## config.mk

```make
export PLATFORM = sky130hd
export DESIGN_NAME = tcc_core
export DESIGN_NICKNAME = d
export VERILOG_FILES = /design/src/rtl/tcc_core.v /design/src/rtl/tcc_prescaler.v /design/src/rtl/tcc_channel.v
export VERILOG_INCLUDE_DIRS = /design/src /design/src/pkg
export SDC_FILE = /design/constraint.sdc
export NUM_CORES = 1
export LEC_CHECK = 0
export BUFFER_PORTS_ARGS = -buffer_cell sky130_fd_sc_hd__buf_2
export CORE_MARGIN = 3
export CORE_UTILIZATION = 60
export DETAILED_ROUTE_END_ITERATION = 10
export GPL_TIMING_DRIVEN = 1
export PLACE_DENSITY = 0.79
export SETUP_SLACK_MARGIN = 0.15
export SYNTH_ARGS = -nofsm -noshare
export SYNTH_HDL_FRONTEND = slang
export SYNTH_SLANG_ARGS = --single-unit
```

## constraint.sdc

```tcl
create_clock -name CLK_I -period 7 [get_ports CLK_I]
set_input_delay 0.35 -clock CLK_I [delete_from_list [all_inputs] [get_ports CLK_I]]
set_output_delay 0.35 -clock CLK_I [all_outputs]
set_load 0.05 [all_outputs]
```

## src/pkg/tcc_defines.vh

```
`ifndef TCC_DEFINES_VH
`define TCC_DEFINES_VH

// ----------------------------------------------------------------
// Register byte offsets
// ----------------------------------------------------------------
`define TCC_ADR_CTRLA   8'h00
`define TCC_ADR_CTRLB   8'h04
`define TCC_ADR_EVCTRL  8'h08
`define TCC_ADR_CTRLC   8'h0c
`define TCC_ADR_STATUS  8'h10
`define TCC_ADR_INTFLAG 8'h14
`define TCC_ADR_COUNT   8'h18
`define TCC_ADR_PERIOD  8'h1c
`define TCC_ADR_CHV0    8'h20
`define TCC_ADR_CHV1    8'h24

// ----------------------------------------------------------------
// Field positions
// ----------------------------------------------------------------
`define TCC_EN_BIT      0
`define TCC_WSEL_RNG    3:2
`define TCC_WMODE_RNG   6:5
`define TCC_PSC_RNG     11:8
`define TCC_CTRLA_MASK  32'h0000_0f6d
`define TCC_DIR_BIT     0
`define TCC_ONESHOT_BIT 1
`define TCC_CMD_RNG     6:5
`define TCC_EVACT_RNG   1:0
`define TCC_OVFEO_BIT   8
`define TCC_MCEO_RNG    13:12
`define TCC_EVCTRL_MASK 32'h0000_3103
`define TCC_INV_RNG     1:0
`define TCC_HALT_BIT    0
`define TCC_FOLLOW_BIT  1
`define TCC_OVF_BIT     0
`define TCC_MC_RNG      2:1

// ----------------------------------------------------------------
// Codes
// ----------------------------------------------------------------
`define TCC_WIDTH_SIXTEEN   2'h0
`define TCC_WIDTH_EIGHT     2'h1
`define TCC_WIDTH_THIRTYTWO 2'h2
`define TCC_NORMAL_FREQ     2'h0
`define TCC_MATCH_FREQ      2'h1
`define TCC_NORMAL_PWM      2'h2
`define TCC_MATCH_PWM       2'h3
`define TCC_CMD_RETRIGGER   2'h1
`define TCC_CMD_STOP        2'h2
`define TCC_EVACT_RETRIGGER 2'h1
`define TCC_EVACT_COUNT     2'h2
`define TCC_EVACT_START     2'h3

// ----------------------------------------------------------------
// Values
// ----------------------------------------------------------------
`define TCC_MAX8        32'h0000_00ff
`define TCC_MAX16       32'h0000_ffff
`define TCC_MAX32       32'hffff_ffff
`define TCC_ZERO32      32'h0000_0000
`define TCC_RST_CTRLA   32'h0000_0000
`define TCC_RST_PERIOD  8'hff

`endif

```

## src/rtl/tcc_core.v

```verilog
// Behaviour
// - Width select picks 8, 16 or 32 bits; 16 after reset.
// - Period register exists in every width but acts as top only in 8-bit width.
// - 32-bit width joins a pair; the even unit holds all configuration.
// - Follower unit shows follower status; its writes never touch the counter.
// - Up wraps top to zero; down wraps zero to top.
// - Direction bit 0 counts up, 1 down, one step per tick, changeable live.
// - Up wrap from top to zero sets the overflow flag.
// - Overflow or underflow emits an event when its output enable is set.
// - One-shot stops counting after the wrap.
// - Count writes accepted while running and beat count, clear or reload.
// - Start holds zero up or top down unless written or stopped elsewhere.
// - Stop command while running loads start value, clears waves, sets halted.
// - Retrigger restarts count while running, resumes from value while stopped.
// - Retrigger action: enable does not start; each event starts or restarts.
// - Count action: each event steps the counter by direction.
// - Start action: event starts a stopped counter; retrigger command also starts.
// - Channels compare counter against their value from reset on.
// - Match sets the channel flag on the tick edge; event when enabled.
// - Each waveform output has its own invert enable.
// - Mode field picks four modes; normal modes use period or maximum as top.
// - Normal frequency toggles each output on its match and sets the flag.
// - Match frequency uses channel 0 as top; output 0 toggles on update.
// - Count ticks come from events when counting events, else from the prescaler, and drive the counter.
// - Counting events bypasses the prescaler.
// - Update is top while up, zero while down.
`timescale 1ns/100ps
`default_nettype none
`include "tcc_defines.vh"

module tcc_core #(
  parameter PW = 10
) (
  input  wire        CLK_I,
  input  wire        RSTN_I,
  input  wire [7:0]  ADR_I,
  input  wire [31:0] DAT_I,
  input  wire [3:0]  SEL_I,
  input  wire        WE_I,
  input  wire        CYC_I,
  input  wire        STB_I,
  output reg  [31:0] DAT_O,
  output reg         ACK_O,
  input  wire        EVENT_I,
  input  wire        FOLLOWER_I,
  output reg         EV_OVF_O,
  output reg  [1:0]  EV_MATCH_O,
  output reg  [1:0]  WAVE_O
);

  localparam NCH = 2;

  // ----------------------------------------------------------------
  // Register storage
  // ----------------------------------------------------------------
  reg  [31:0] ctrla_reg;
  reg  [1:0]  ctrlb_reg;
  reg  [31:0] evctrl_reg;
  reg  [1:0]  ctrlc_reg;
  reg  [7:0]  period_reg;
  reg  [31:0] cc_reg [0:NCH-1];
  reg         ovf_flag_reg;
  reg  [1:0]  mc_flag_reg;
  reg  [31:0] cnt_reg;
  reg  [31:0] cnt_next;
  reg         run_reg;
  reg         run_next;
  reg         halt_reg;
  reg         halt_next;
  reg         written_reg;
  reg         en_q_reg;
  reg         wclr;
  reg         tick_step;
  reg  [31:0] rd_data;

  function [31:0] merge;
    input [31:0] old;
    input [31:0] dat;
    input [3:0]  sel;
    integer      b;
    begin
      merge = old;
      for (b = 0; b < 4; b = b + 1) begin
        if (sel[b]) begin
          merge[b*8 +: 8] = dat[b*8 +: 8];
        end
      end
    end
  endfunction

  // ----------------------------------------------------------------
  // Wishbone slave
  // ----------------------------------------------------------------
  wire        req     = CYC_I & STB_I;
  wire        wr      = req & WE_I & ACK_O;
  wire        en      = ctrla_reg[`TCC_EN_BIT];
  wire        follow  = FOLLOWER_I;
  wire        wr_ctrla  = wr & (ADR_I == `TCC_ADR_CTRLA);
  wire        wr_ctrlb  = wr & (ADR_I == `TCC_ADR_CTRLB);
  wire        wr_evctrl = wr & (ADR_I == `TCC_ADR_EVCTRL);
  wire        wr_ctrlc  = wr & (ADR_I == `TCC_ADR_CTRLC);
  wire        wr_flag   = wr & (ADR_I == `TCC_ADR_INTFLAG);
  // Follower writes to count, period and channel values are dropped so the joined counter stays intact
  wire        wr_cnt    = wr & ~follow & (ADR_I == `TCC_ADR_COUNT);
  wire        wr_per    = wr & ~follow & (ADR_I == `TCC_ADR_PERIOD);
  wire        wr_chv0   = wr & ~follow & (ADR_I == `TCC_ADR_CHV0);
  wire        wr_chv1   = wr & ~follow & (ADR_I == `TCC_ADR_CHV1);
  wire [31:0] wdat_cnt  = merge(cnt_reg, DAT_I, SEL_I);
  wire [31:0] ctrlb_w   = merge({30'h0, ctrlb_reg}, DAT_I, SEL_I);
  wire [1:0]  cmd       = wr_ctrlb ? ctrlb_w[`TCC_CMD_RNG] : 2'h0;

  always @(posedge CLK_I or negedge RSTN_I) begin
    if (!RSTN_I) begin
      ACK_O <= 1'b0;
      DAT_O <= `TCC_ZERO32;
    end else begin
      // Ack drops in the cycle after it was given
      ACK_O <= req & ~ACK_O;
      if (req & ~ACK_O) begin
        DAT_O <= rd_data;
      end
    end
  end

  // ----------------------------------------------------------------
  // Configuration registers
  // ----------------------------------------------------------------
  wire [31:0] ctrla_w  = merge(ctrla_reg, DAT_I, SEL_I) & `TCC_CTRLA_MASK;
  wire [31:0] evctrl_w = merge(evctrl_reg, DAT_I, SEL_I) & `TCC_EVCTRL_MASK;

  always @(posedge CLK_I or negedge RSTN_I) begin
    if (!RSTN_I) begin
      ctrla_reg  <= `TCC_RST_CTRLA;
      ctrlb_reg  <= 2'h0;
      evctrl_reg <= `TCC_ZERO32;
      ctrlc_reg  <= 2'h0;
      period_reg <= `TCC_RST_PERIOD;
      cc_reg[0]  <= `TCC_ZERO32;
      cc_reg[1]  <= `TCC_ZERO32;
    end else begin
      if (wr_ctrla) begin
        // Mode fields are locked while enabled, unless enabling now
        if (!en && ctrla_w[`TCC_EN_BIT]) begin
          ctrla_reg <= ctrla_w;
        end else if (!en) begin
          ctrla_reg <= ctrla_w;
        end else begin
          ctrla_reg[`TCC_EN_BIT] <= ctrla_w[`TCC_EN_BIT];
        end
      end
      if (wr_ctrlb) begin
        ctrlb_reg <= ctrlb_w[1:0];
      end
      if (wr_evctrl) begin
        if (en) begin
          evctrl_reg <= {evctrl_w[31:2], evctrl_reg[`TCC_EVACT_RNG]};
        end else begin
          evctrl_reg <= evctrl_w;
        end
      end
      if (wr_ctrlc) begin
        ctrlc_reg <= DAT_I[`TCC_INV_RNG];
      end
      if (wr_per & SEL_I[0]) begin
        period_reg <= DAT_I[7:0];
      end
      if (wr_chv0) begin
        cc_reg[0] <= merge(cc_reg[0], DAT_I, SEL_I);
      end
      if (wr_chv1) begin
        cc_reg[1] <= merge(cc_reg[1], DAT_I, SEL_I);
      end
    end
  end

  // ----------------------------------------------------------------
  // Width, top and tick stream
  // ----------------------------------------------------------------
  wire [1:0]  wsel   = ctrla_reg[`TCC_WSEL_RNG];
  wire [1:0]  wmode  = ctrla_reg[`TCC_WMODE_RNG];
  wire [1:0]  evact  = evctrl_reg[`TCC_EVACT_RNG];
  wire        dir    = ctrlb_reg[`TCC_DIR_BIT];
  wire        oneshot = ctrlb_reg[`TCC_ONESHOT_BIT];
  // Even unit carries the full 32 bits of a joined pair
  wire [31:0] maxv   = (wsel == `TCC_WIDTH_EIGHT)     ? `TCC_MAX8 :
                       (wsel == `TCC_WIDTH_THIRTYTWO) ? `TCC_MAX32 : `TCC_MAX16;
  wire        ch0_top = (wmode == `TCC_MATCH_FREQ) | (wmode == `TCC_MATCH_PWM);
  wire [31:0] top    = ch0_top ? (cc_reg[0] & maxv) :
                       (wsel == `TCC_WIDTH_EIGHT) ? {24'h0, period_reg} : maxv;
  wire [31:0] start_val = dir ? top : `TCC_ZERO32;
  wire        active = en & ~follow;
  wire        psc_tick;
  wire        ev_count = (evact == `TCC_EVACT_COUNT);
  // Event counting bypasses the prescaler entirely
  wire        tick = ev_count ? EVENT_I : psc_tick;
  wire        ev_retrig = EVENT_I & (evact == `TCC_EVACT_RETRIGGER);
  wire        ev_start  = EVENT_I & (evact == `TCC_EVACT_START);
  wire        retrig = (cmd == `TCC_CMD_RETRIGGER) | ev_retrig;
  wire        stop   = (cmd == `TCC_CMD_STOP);
  wire        en_rise = en & ~en_q_reg;
  wire        step   = active & run_reg & tick;
  wire        update = step & (dir ? (cnt_reg == `TCC_ZERO32) : (cnt_reg == top));

  tcc_prescaler #(
    .PW     (PW)
  ) u_psc (
    .clk_i  (CLK_I),
    .rstn_i (RSTN_I),
    .run_i  (active & run_reg & ~ev_count),
    .sel_i  (ctrla_reg[`TCC_PSC_RNG]),
    .tick_o (psc_tick)
  );

  // ----------------------------------------------------------------
  // Counter sequencing
  // ----------------------------------------------------------------
  always @* begin
    cnt_next  = cnt_reg;
    run_next  = run_reg;
    halt_next = halt_reg;
    wclr      = 1'b0;
    tick_step = 1'b0;
    if (!active) begin
      run_next = 1'b0;
    end else if (en_rise) begin
      // Retrigger and start actions wait for their event
      if ((evact != `TCC_EVACT_RETRIGGER) && (evact != `TCC_EVACT_START)) begin
        run_next  = 1'b1;
        halt_next = 1'b0;
      end
      if (!written_reg && dir && (cnt_reg == `TCC_ZERO32)) begin
        cnt_next = top;
      end
    end else if (stop && run_reg) begin
      cnt_next  = start_val;
      run_next  = 1'b0;
      halt_next = 1'b1;
      wclr      = 1'b1;
    end else if (retrig) begin
      if (run_reg) begin
        cnt_next = start_val;
      end else begin
        run_next  = 1'b1;
        halt_next = 1'b0;
      end
    end else if (ev_start && !run_reg) begin
      run_next  = 1'b1;
      halt_next = 1'b0;
    end else if (step) begin
      tick_step = 1'b1;
      if (update) begin
        cnt_next = dir ? top : `TCC_ZERO32;
        if (oneshot) begin
          run_next  = 1'b0;
          halt_next = 1'b1;
          wclr      = 1'b1;
        end
      end else if (dir) begin
        cnt_next = cnt_reg - 32'h0000_0001;
      end else begin
        cnt_next = cnt_reg + 32'h0000_0001;
      end
    end
    // Top above a shrunk width must not leave stale high bits
    cnt_next = cnt_next & maxv;
    if (wr_cnt) begin
      cnt_next = wdat_cnt & maxv;
    end
  end

  always @(posedge CLK_I or negedge RSTN_I) begin
    if (!RSTN_I) begin
      cnt_reg     <= `TCC_ZERO32;
      run_reg     <= 1'b0;
      halt_reg    <= 1'b0;
      written_reg <= 1'b0;
      en_q_reg    <= 1'b0;
    end else begin
      cnt_reg  <= cnt_next;
      run_reg  <= run_next;
      halt_reg <= halt_next;
      en_q_reg <= active;
      if (wr_cnt) begin
        written_reg <= 1'b1;
      end else if (en_rise) begin
        written_reg <= 1'b0;
      end
    end
  end

  // ----------------------------------------------------------------
  // Compare channels
  // ----------------------------------------------------------------
  wire [NCH-1:0] match;
  wire [NCH-1:0] wave;
  wire           norm_freq  = (wmode == `TCC_NORMAL_FREQ);
  wire           match_freq = (wmode == `TCC_MATCH_FREQ);

  genvar g;
  generate
    for (g = 0; g < NCH; g = g + 1) begin : g_ch
      // Channel 0 in match frequency follows update, not its match
      tcc_channel u_ch (
        .clk_i        (CLK_I),
        .rstn_i       (RSTN_I),
        .tick_i       (tick_step),
        .count_i      (cnt_reg),
        .value_i      (cc_reg[g]),
        .tog_match_i  (norm_freq | (match_freq & (g != 0))),
        .tog_update_i (match_freq & (g == 0)),
        .update_i     (update),
        .clear_i      (wclr),
        .match_o      (match[g]),
        .wave_o       (wave[g])
      );
    end
  endgenerate

  // ----------------------------------------------------------------
  // Flags, events and outputs
  // ----------------------------------------------------------------
  wire [1:0] mc_clr  = wr_flag ? DAT_I[`TCC_MC_RNG] : 2'h0;
  wire       ovf_clr = wr_flag & DAT_I[`TCC_OVF_BIT];

  always @(posedge CLK_I or negedge RSTN_I) begin
    if (!RSTN_I) begin
      ovf_flag_reg <= 1'b0;
      mc_flag_reg  <= 2'h0;
      EV_OVF_O     <= 1'b0;
      EV_MATCH_O   <= 2'h0;
      WAVE_O       <= 2'h0;
    end else begin
      // A set in the clearing cycle wins
      ovf_flag_reg <= (ovf_flag_reg & ~ovf_clr) | update;
      mc_flag_reg  <= (mc_flag_reg & ~mc_clr) | match;
      EV_OVF_O     <= update & evctrl_reg[`TCC_OVFEO_BIT];
      EV_MATCH_O   <= match & evctrl_reg[`TCC_MCEO_RNG];
      WAVE_O       <= wave ^ ctrlc_reg;
    end
  end

  // ----------------------------------------------------------------
  // Read mux
  // ----------------------------------------------------------------
  always @* begin
    rd_data = `TCC_ZERO32;
    case (ADR_I)
      `TCC_ADR_CTRLA:   rd_data = ctrla_reg;
      `TCC_ADR_CTRLB:   rd_data = {30'h0, ctrlb_reg};
      `TCC_ADR_EVCTRL:  rd_data = evctrl_reg;
      `TCC_ADR_CTRLC:   rd_data = {30'h0, ctrlc_reg};
      `TCC_ADR_STATUS:  rd_data = {30'h0, follow, halt_reg};
      `TCC_ADR_INTFLAG: rd_data = {29'h0, mc_flag_reg, ovf_flag_reg};
      `TCC_ADR_COUNT:   rd_data = cnt_reg;
      `TCC_ADR_PERIOD:  rd_data = {24'h0, period_reg};
      `TCC_ADR_CHV0:    rd_data = cc_reg[0];
      `TCC_ADR_CHV1:    rd_data = cc_reg[1];
      default:          rd_data = `TCC_ZERO32;
    endcase
  end

endmodule // tcc_core

`default_nettype wire

```

## src/rtl/tcc_prescaler.v

```verilog
`timescale 1ns/100ps
`default_nettype none

// ----------------------------------------------------------------
// Power-of-two tick divider
// ----------------------------------------------------------------
module tcc_prescaler #(
  parameter PW = 10
) (
  input  wire          clk_i,
  input  wire          rstn_i,
  input  wire          run_i,
  input  wire [3:0]    sel_i,
  output wire          tick_o
);

  reg  [PW-1:0] div_reg;
  wire [PW-1:0] div_mask;

  // Select 0 gives a tick on every clock
  assign div_mask = ~({PW{1'b1}} << sel_i);
  assign tick_o   = run_i & ((div_reg & div_mask) == div_mask);

  always @(posedge clk_i or negedge rstn_i) begin
    if (!rstn_i) begin
      div_reg <= {PW{1'b0}};
    end else if (!run_i) begin
      div_reg <= {PW{1'b0}};
    end else begin
      div_reg <= div_reg + {{(PW-1){1'b0}}, 1'b1};
    end
  end

endmodule // tcc_prescaler

`default_nettype wire

```

## src/rtl/tcc_channel.v

```verilog
`timescale 1ns/100ps
`default_nettype none

// ----------------------------------------------------------------
// One compare channel with its waveform toggle
// ----------------------------------------------------------------
module tcc_channel (
  input  wire        clk_i,
  input  wire        rstn_i,
  input  wire        tick_i,
  input  wire [31:0] count_i,
  input  wire [31:0] value_i,
  input  wire        tog_match_i,
  input  wire        tog_update_i,
  input  wire        update_i,
  input  wire        clear_i,
  output wire        match_o,
  output reg         wave_o
);

  // Compared on each tick edge of the count stream
  assign match_o = tick_i & (count_i == value_i);

  always @(posedge clk_i or negedge rstn_i) begin
    if (!rstn_i) begin
      wave_o <= 1'b0;
    end else if (clear_i) begin
      wave_o <= 1'b0;
    end else if ((tog_match_i & match_o) | (tog_update_i & update_i)) begin
      wave_o <= ~wave_o;
    end
  end

endmodule // tcc_channel

`default_nettype wire

```

==> results of run 1 <==
[logic make-up (layout without fill, tap and decap cells)]
group	after synthesis	after routing	synth area share, %
AO/OA/AOI/OAI	466	466	23.8
adder cells (fa/ha/maj)	32	32	3.04
flip-flops	179	179	33.4
buffers and inverters	130	161	4.05
AND/OR/NAND/NOR	516	516	19.2
XOR/XNOR	106	106	6.91
multiplexers	116	116	9.55
[routing by layer]
layer / vias up / global-route usage, %
li1: 5824 / -
met5: - / 0
met1: 6410 / 60.5
met2: 1049 / 61.1
met4: 0 / 18.0
met3: 182 / 9.68
[power breakdown]
group | switching (mW) | internal [mW] | total (mW)
sequential | 0.00217 | 1.03 | 1.04
combinational | 0.0649 | 0.0205 | 0.0854
clock | 0.514 | 0.492 | 1.01
[final cells by class]
cell class	instances	area, um2
clock inverter	14	158
sequential	179	4490
tap	280	350
clock buffer	18	439
timing repair buffer	112	629
fill	1844	7340
inverter	17	63.8
multi-input combinational	1236	8420
[critical path, stage by stage (launching register included)]
cell and delay, ns:
dfrtp_1 0.38, inv_1 0.70, a2bb2oi_1 0.59, xnor2_1 0.24, nand4_1 0.16, nor4b_1 0.38
a41o_1 0.22, buf_4 0.40, and2_1 0.36, a31oi_1 0.26, nor3_1 0.60, nor2_1 0.15
[worst min-delay path by stage]
| stage | from | endpoint | depth (start not counted) |
|---|---|---|---|
| 5_1_grt | RSTN_I | cnt_reg[28] | 1 |
| 4_1_cts | RSTN_I | cnt_reg[28] | 1 |
| 3_5_place_dp | DAT_O[12] | DAT_O[12] | 1 |
| 6_report | RSTN_I | cnt_reg[28] | 1 |
| 2_1_floorplan | RSTN_I | ACK_O | 0 |
| 3_3_place_gp | DAT_O[13] | DAT_O[13] | 1 |
[per-stage QoR]
step / setup slack [ns] / instances / hold slack (ns) / area (um2)
floorplan: 3.45 / 1545 / 0.0544 / 13400
global placement: 2.66 / 1824 / 0.456 / 13900
detailed placement: 2.69 / 1824 / 0.460 / 13900
CTS: 2.65 / 1856 / 0.0485 / 14500
global route: 2.38 / 1856 / 0.0769 / 14500
finish: 2.39 / 1856 / 0.0159 / 14500
[Yosys cell counts, drive strengths merged (4+ instances only)]
cell type | instances | area, um2
a22o | 7 | 61.3
xor2 | 57 | 499
a21boi | 8 | 60.1
ha | 31 | 388
a21oi | 97 | 485
nand2 | 131 | 497
and3 | 12 | 75.1
a31oi | 21 | 131
nand4b | 4 | 35.0
or3 | 11 | 73.8
nand2b | 27 | 169
or2 | 6 | 37.5
nor4 | 31 | 194
o221ai | 17 | 149
a32oi | 5 | 43.8
nor3 | 48 | 252
clkbuf | 85 | 319
a222oi | 33 | 330
mux2i | 19 | 190
xnor2 | 49 | 429
nor3b | 6 | 45.0
o31a | 10 | 87.6
a211oi | 14 | 105
o22ai | 8 | 77.6
nor2b | 24 | 150
a2bb2oi | 10 | 87.6
dfrtp | 171 | 4280
a221oi | 11 | 103
nand3 | 49 | 245
inv | 17 | 63.8
o211ai | 11 | 82.6
buf | 28 | 161
dfstp | 8 | 210
nand3b | 4 | 30.0
o31ai | 4 | 35.0
a21o | 23 | 173
and2 | 14 | 87.6
o21a | 18 | 135
mux2 | 97 | 1090
nand4 | 24 | 150
o21ai | 120 | 616
a22oi | 11 | 82.6
nor2 | 112 | 428
==> run_results.csv, run 1 <==
group,metric,value,unit
placed_design,dp_hpwl,37400,um
power,power_density,146,nW/um2
synth,seq_area_frac_synth,33.4,%
timing,hold_viol_final,0,
floorplan,die_w,156,um
timing,slew_headroom,31.7,%
synth,ys_ff_latch,179,
route,wl,51000,um
grt,grt_start_max_net_pins,102,
finish,mostFrequentLayoutCell,"dfrtp_1",
clock_network,cts_max_level,4,
clock_network,root_buffer,"clkbuf_16",
floorplan,core,21900,um2
synth,ys_warn_count,0,
power,irDropWorstVdd,0.167,mV
placed_design,port_buffers,88,
route,drc,0,
floorplan,dieHeight,156,um
placed_design,place.gp.congestion,0.993,
setup_path,ff2ff_path_depth,11,
finish,largest_register_ffs,64,
synth,yosys.cell_types.count,87,
setup_path,critPathKind,"register to register",
grt,track_usage,42.0,%
route,postRouteAntennaNets,0,
timing,max_freq,217,MHz
setup_path,arrival,4.91,ns
setup_path,r2r_slack,2.39,ns
timing,grt_setup_unrepaired,"false",
route,met1_length,20200,um
grt,grt_pass1_vias,13000,
clock_network,hold_buffers,0,
clock_network,postCtsResizedCells,0,
setup_path,worstReg2RegStart,"ctrla_reg[5]",
synth,synth_edf_count,0,
finish,diodes,0,
finish,nets,1646,
timing,final.setup_skew,0.0209,ns
clock_network,clk_latency,0.45,ns
synth,postSynthCellCount,1545,
finish,layout_common_cells,"dfrtp_1, nand2_1, o21ai_0, nor2_1",
floorplan,ios,89,
synth,syn-num-nets,1628,
grt,antenna_found_initial,0,
timing,setup_tns,0,ns
clock_network,cts.clk_slew.worst_paths,0.08,ns
timing,layout_min_cycle_time,4.61,ns
setup_path,crit_path_end_kind,"register",
finish,drive_above_1_share,17.5,%
route,dr_wl_met3,6690,um
setup_path,critPathLaunch,"ctrla_reg[5]",
synth,async_flop_share,100,%
grt,gr-total-overflow,0,
clock_network,cts_setup_buffers,0,
synth,syn-cell-area,13400,um2
timing,finalSetupViolCount,0,
floorplan,row_count,54,
power,power,2.13,mW
min_path,hold_class,"input port to asynchronous set/reset pin",
timing,fin_crit_sh,65.9,%
timing,worst_slew_pin_slew,1.02,ns
power,p_leak,6.53,nW
clock_network,clockBufferDepth,2,
outcome,status,"complete, no violations",
synth,avgSynthCellArea,8.69,um2
floorplan,die_area,24200,um2
route,highest_layer,"met4",
synth,synth_ff_type,"dfrtp_1",
setup_path,cp.required,7.29,ns
setup_path,worstSetupEndpoint,"g_ch[1].u_ch.wave_o",
route,drt_iter0_drc,2390,
setup_path,r2r-end,"g_ch[1].u_ch.wave_o",
setup_path,path_max_fanout,39,
route,route.vias.total,13500,
finish,area_growth_syn_to_layout,8.29,%
route,wl_met2,21700,um
route,wire_per_inst,27.5,um
clock_network,cts_tree,"built",
finish,fin_util,66.4,%
floorplan,initial_utilization,61.4,%
clock_network,cts_buffers,17,
setup_path,cp-start-kind,"register",
route,vias_per_cell,7.25,
grt,grt_pass1_wl,78600,um
job,maxCapViolCount,0,
timing,slew_violations,0,
route,first_pass_iters,9,
clock_network,cts_sinks,179,
No activity file was read; power rests on OpenSTA's default activity.
==> run 2: changes to the inputs <==
- CORE_UTILIZATION: 60 -> 56
- PLACE_DENSITY: 0.79 -> 0.78
- clock period: 7 -> 4.2 ns (I/O delays scaled with it)
==> run 2 against run 1 <==
Against the previous run:
- routed wire length decreased by 0.19%
- core utilization decreased by 3.5 points
- largest cell class unchanged
- first-iteration DRC count decreased by 17%
- via count increased by 0.58%
==> run_results.csv, run 2 (synthesis gave the netlist of run 1 again) <==
group,metric,value,unit
grt,track_usage,38.9,%
power,power_density,240,nW/um2
setup_path,critPathKind,"register to register",
grt,grt_pass1_vias,12900,
setup_path,arrival,4.01,ns
route,drc,0,
finish,seq_area,4490,um2
finish,drive_above_1_share,18.9,%
timing,worst_slew_pin_slew,0.867,ns
grt,antenna_found_initial,0,
route,postRouteAntennaNets,0,
clock_network,cts_setup_buffers,0,
power,p_leak,6.68,nW
power,irDropWorstVdd,0.266,mV
floorplan,row_count,56,
clock_network,clockBufferDepth,2,
placed_design,pre_cts_slack,0.404,ns
grt,gr-total-overflow,0,
min_path,hold_class,"input port to register",
timing,hold_viol_final,0,
clock_network,cts_buffers,17,
floorplan,die_area,25900,um2
timing,fin_crit_sh,87.1,%
timing,setup_tns,0,ns
route,route.vias.total,13500,
route,vias_per_cell,7.05,
clock_network,clk_latency,0.46,ns
timing,finalSetupViolCount,0,
timing,final.setup_skew,0.0218,ns
finish,layout_common_cells,"dfrtp_1, nand2_1, o21ai_0, nor2_1",
timing,hold_ws,0.0243,ns
floorplan,core,23500,um2
job,maxCapViolCount,0,
outcome,status,"complete, no violations",
finish,largest_register_ffs,64,
clock_network,root_buffer,"clkbuf_16",
placed_design,port_buffers,88,
floorplan,dieHeight,161,um
placed_design,place.gp.congestion,1.05,
timing,grt_setup_unrepaired,"false",
setup_path,crit_path_end_kind,"register",
finish,mostFrequentLayoutCell,"dfrtp_1",
floorplan,initial_utilization,57.1,%
route,wire_per_inst,26.5,um
finish,fin_util,62.9,%
floorplan,ios,89,
clock_network,cts.clk_slew.worst_paths,0.08,ns
floorplan,die_w,161,um
grt,grt_start_max_net_pins,96,
clock_network,cts_tree,"built",
setup_path,cp.required,4.55,ns
timing,layout_min_cycle_time,3.66,ns
finish,nets,1672,
clock_network,cts_max_level,4,
clock_network,cts_sinks,179,
route,drt_iter0_drc,1992,
route,first_pass_iters,10,
timing,fin_ws,0.542,ns
timing,slew_violations,0,
finish,fillerInstances,2078,
timing,max_freq,273,MHz
grt,grt_pass1_wl,77700,um
placed_design,dp_hpwl,37700,um
setup_path,cp-start-kind,"register",
finish,multiInputGateArea,8420,um2
setup_path,path_max_fanout,17,
timing,slew_headroom,42.0,%
finish,area_growth_syn_to_layout,10.3,%
route,wl,50900,um
-- run 2: critical path, cell delays in order (launching register included) --
cell      delay [ns]
dfrtp_2         0.60
inv_1           0.23
fa_1            0.49
nor2b_1         0.20
o31a_1          0.28
o21ai_0         0.24
o31a_1          0.45
o21bai_1        0.20
xor2_1          0.23
mux2i_1         0.10
o21ai_0         0.21
o21ai_0         0.10
a211oi_1        0.22
-- run 2: repair_timing --
item | in CTS | in global routing
endpoints found under the hold margin | 91 | 0
hold buffers | 1 | 0
resized for setup | 0 | 1
setup endpoints to repair | 0 | 5
-- run 2: cell type report --
| cell class | count | share of cell area [%] |
|---|---|---|
| Sequential cell | 179 | 30.3 |
| Antenna cell | 1 | 0.0169 |
| Timing Repair Buffer | 138 | 5.67 |
| Multi-Input combinational cell | 1236 | 56.8 |
| Clock inverter | 15 | 1.22 |
| Tap cell | 319 | 2.69 |
| Inverter | 17 | 0.431 |
| Clock buffer | 17 | 2.87 |
-- run 2: where the power goes --
part	internal (mW)	leakage (nW)	total (mW)	switching (mW)
clock network	0.811	0.296	1.68	0.869
logic	0.0362	3.93	0.146	0.110
registers	1.72	2.45	1.73	0.00321
-- run 2: final timing paths --
kind                              startpoint       endpoint  slack (ns)  depth (start not counted)
worst max-delay path            ctrlb_reg[0]    cnt_reg[16]        0.54                         12
worst min-delay path               DAT_I[24]     cc_reg[24]        0.02                          2
worst max register to register  ctrlb_reg[0]    cnt_reg[16]        0.54                         12
worst min register to register     DAT_O[10]      DAT_O[10]        0.48                          1
max in group asynchronous             RSTN_I  period_reg[5]        2.90                          3
min in group asynchronous             RSTN_I    cnt_reg[22]        0.36                          2
-- run 2: routing by layer --
layer | GRT usage [%] | part of all wire, % | up-vias
met5 | 0 | 0 | -
met4 | 15.8 | 4.6 | 0
met3 | 11.2 | 13 | 191
met2 | 56.9 | 42 | 975
met1 | 54.4 | 40 | 6481
li1 | - | - | 5896
-- run 2: metrics by stage --
step                area (um2)  power, mW  cells
floorplan                13400       1.80   1545
global placement         14200       1.90   1888
detailed placement       14200       1.90   1888
CTS                      14800       3.56   1921
global route             14800       3.64   1921
finish                   14800       3.55   1922
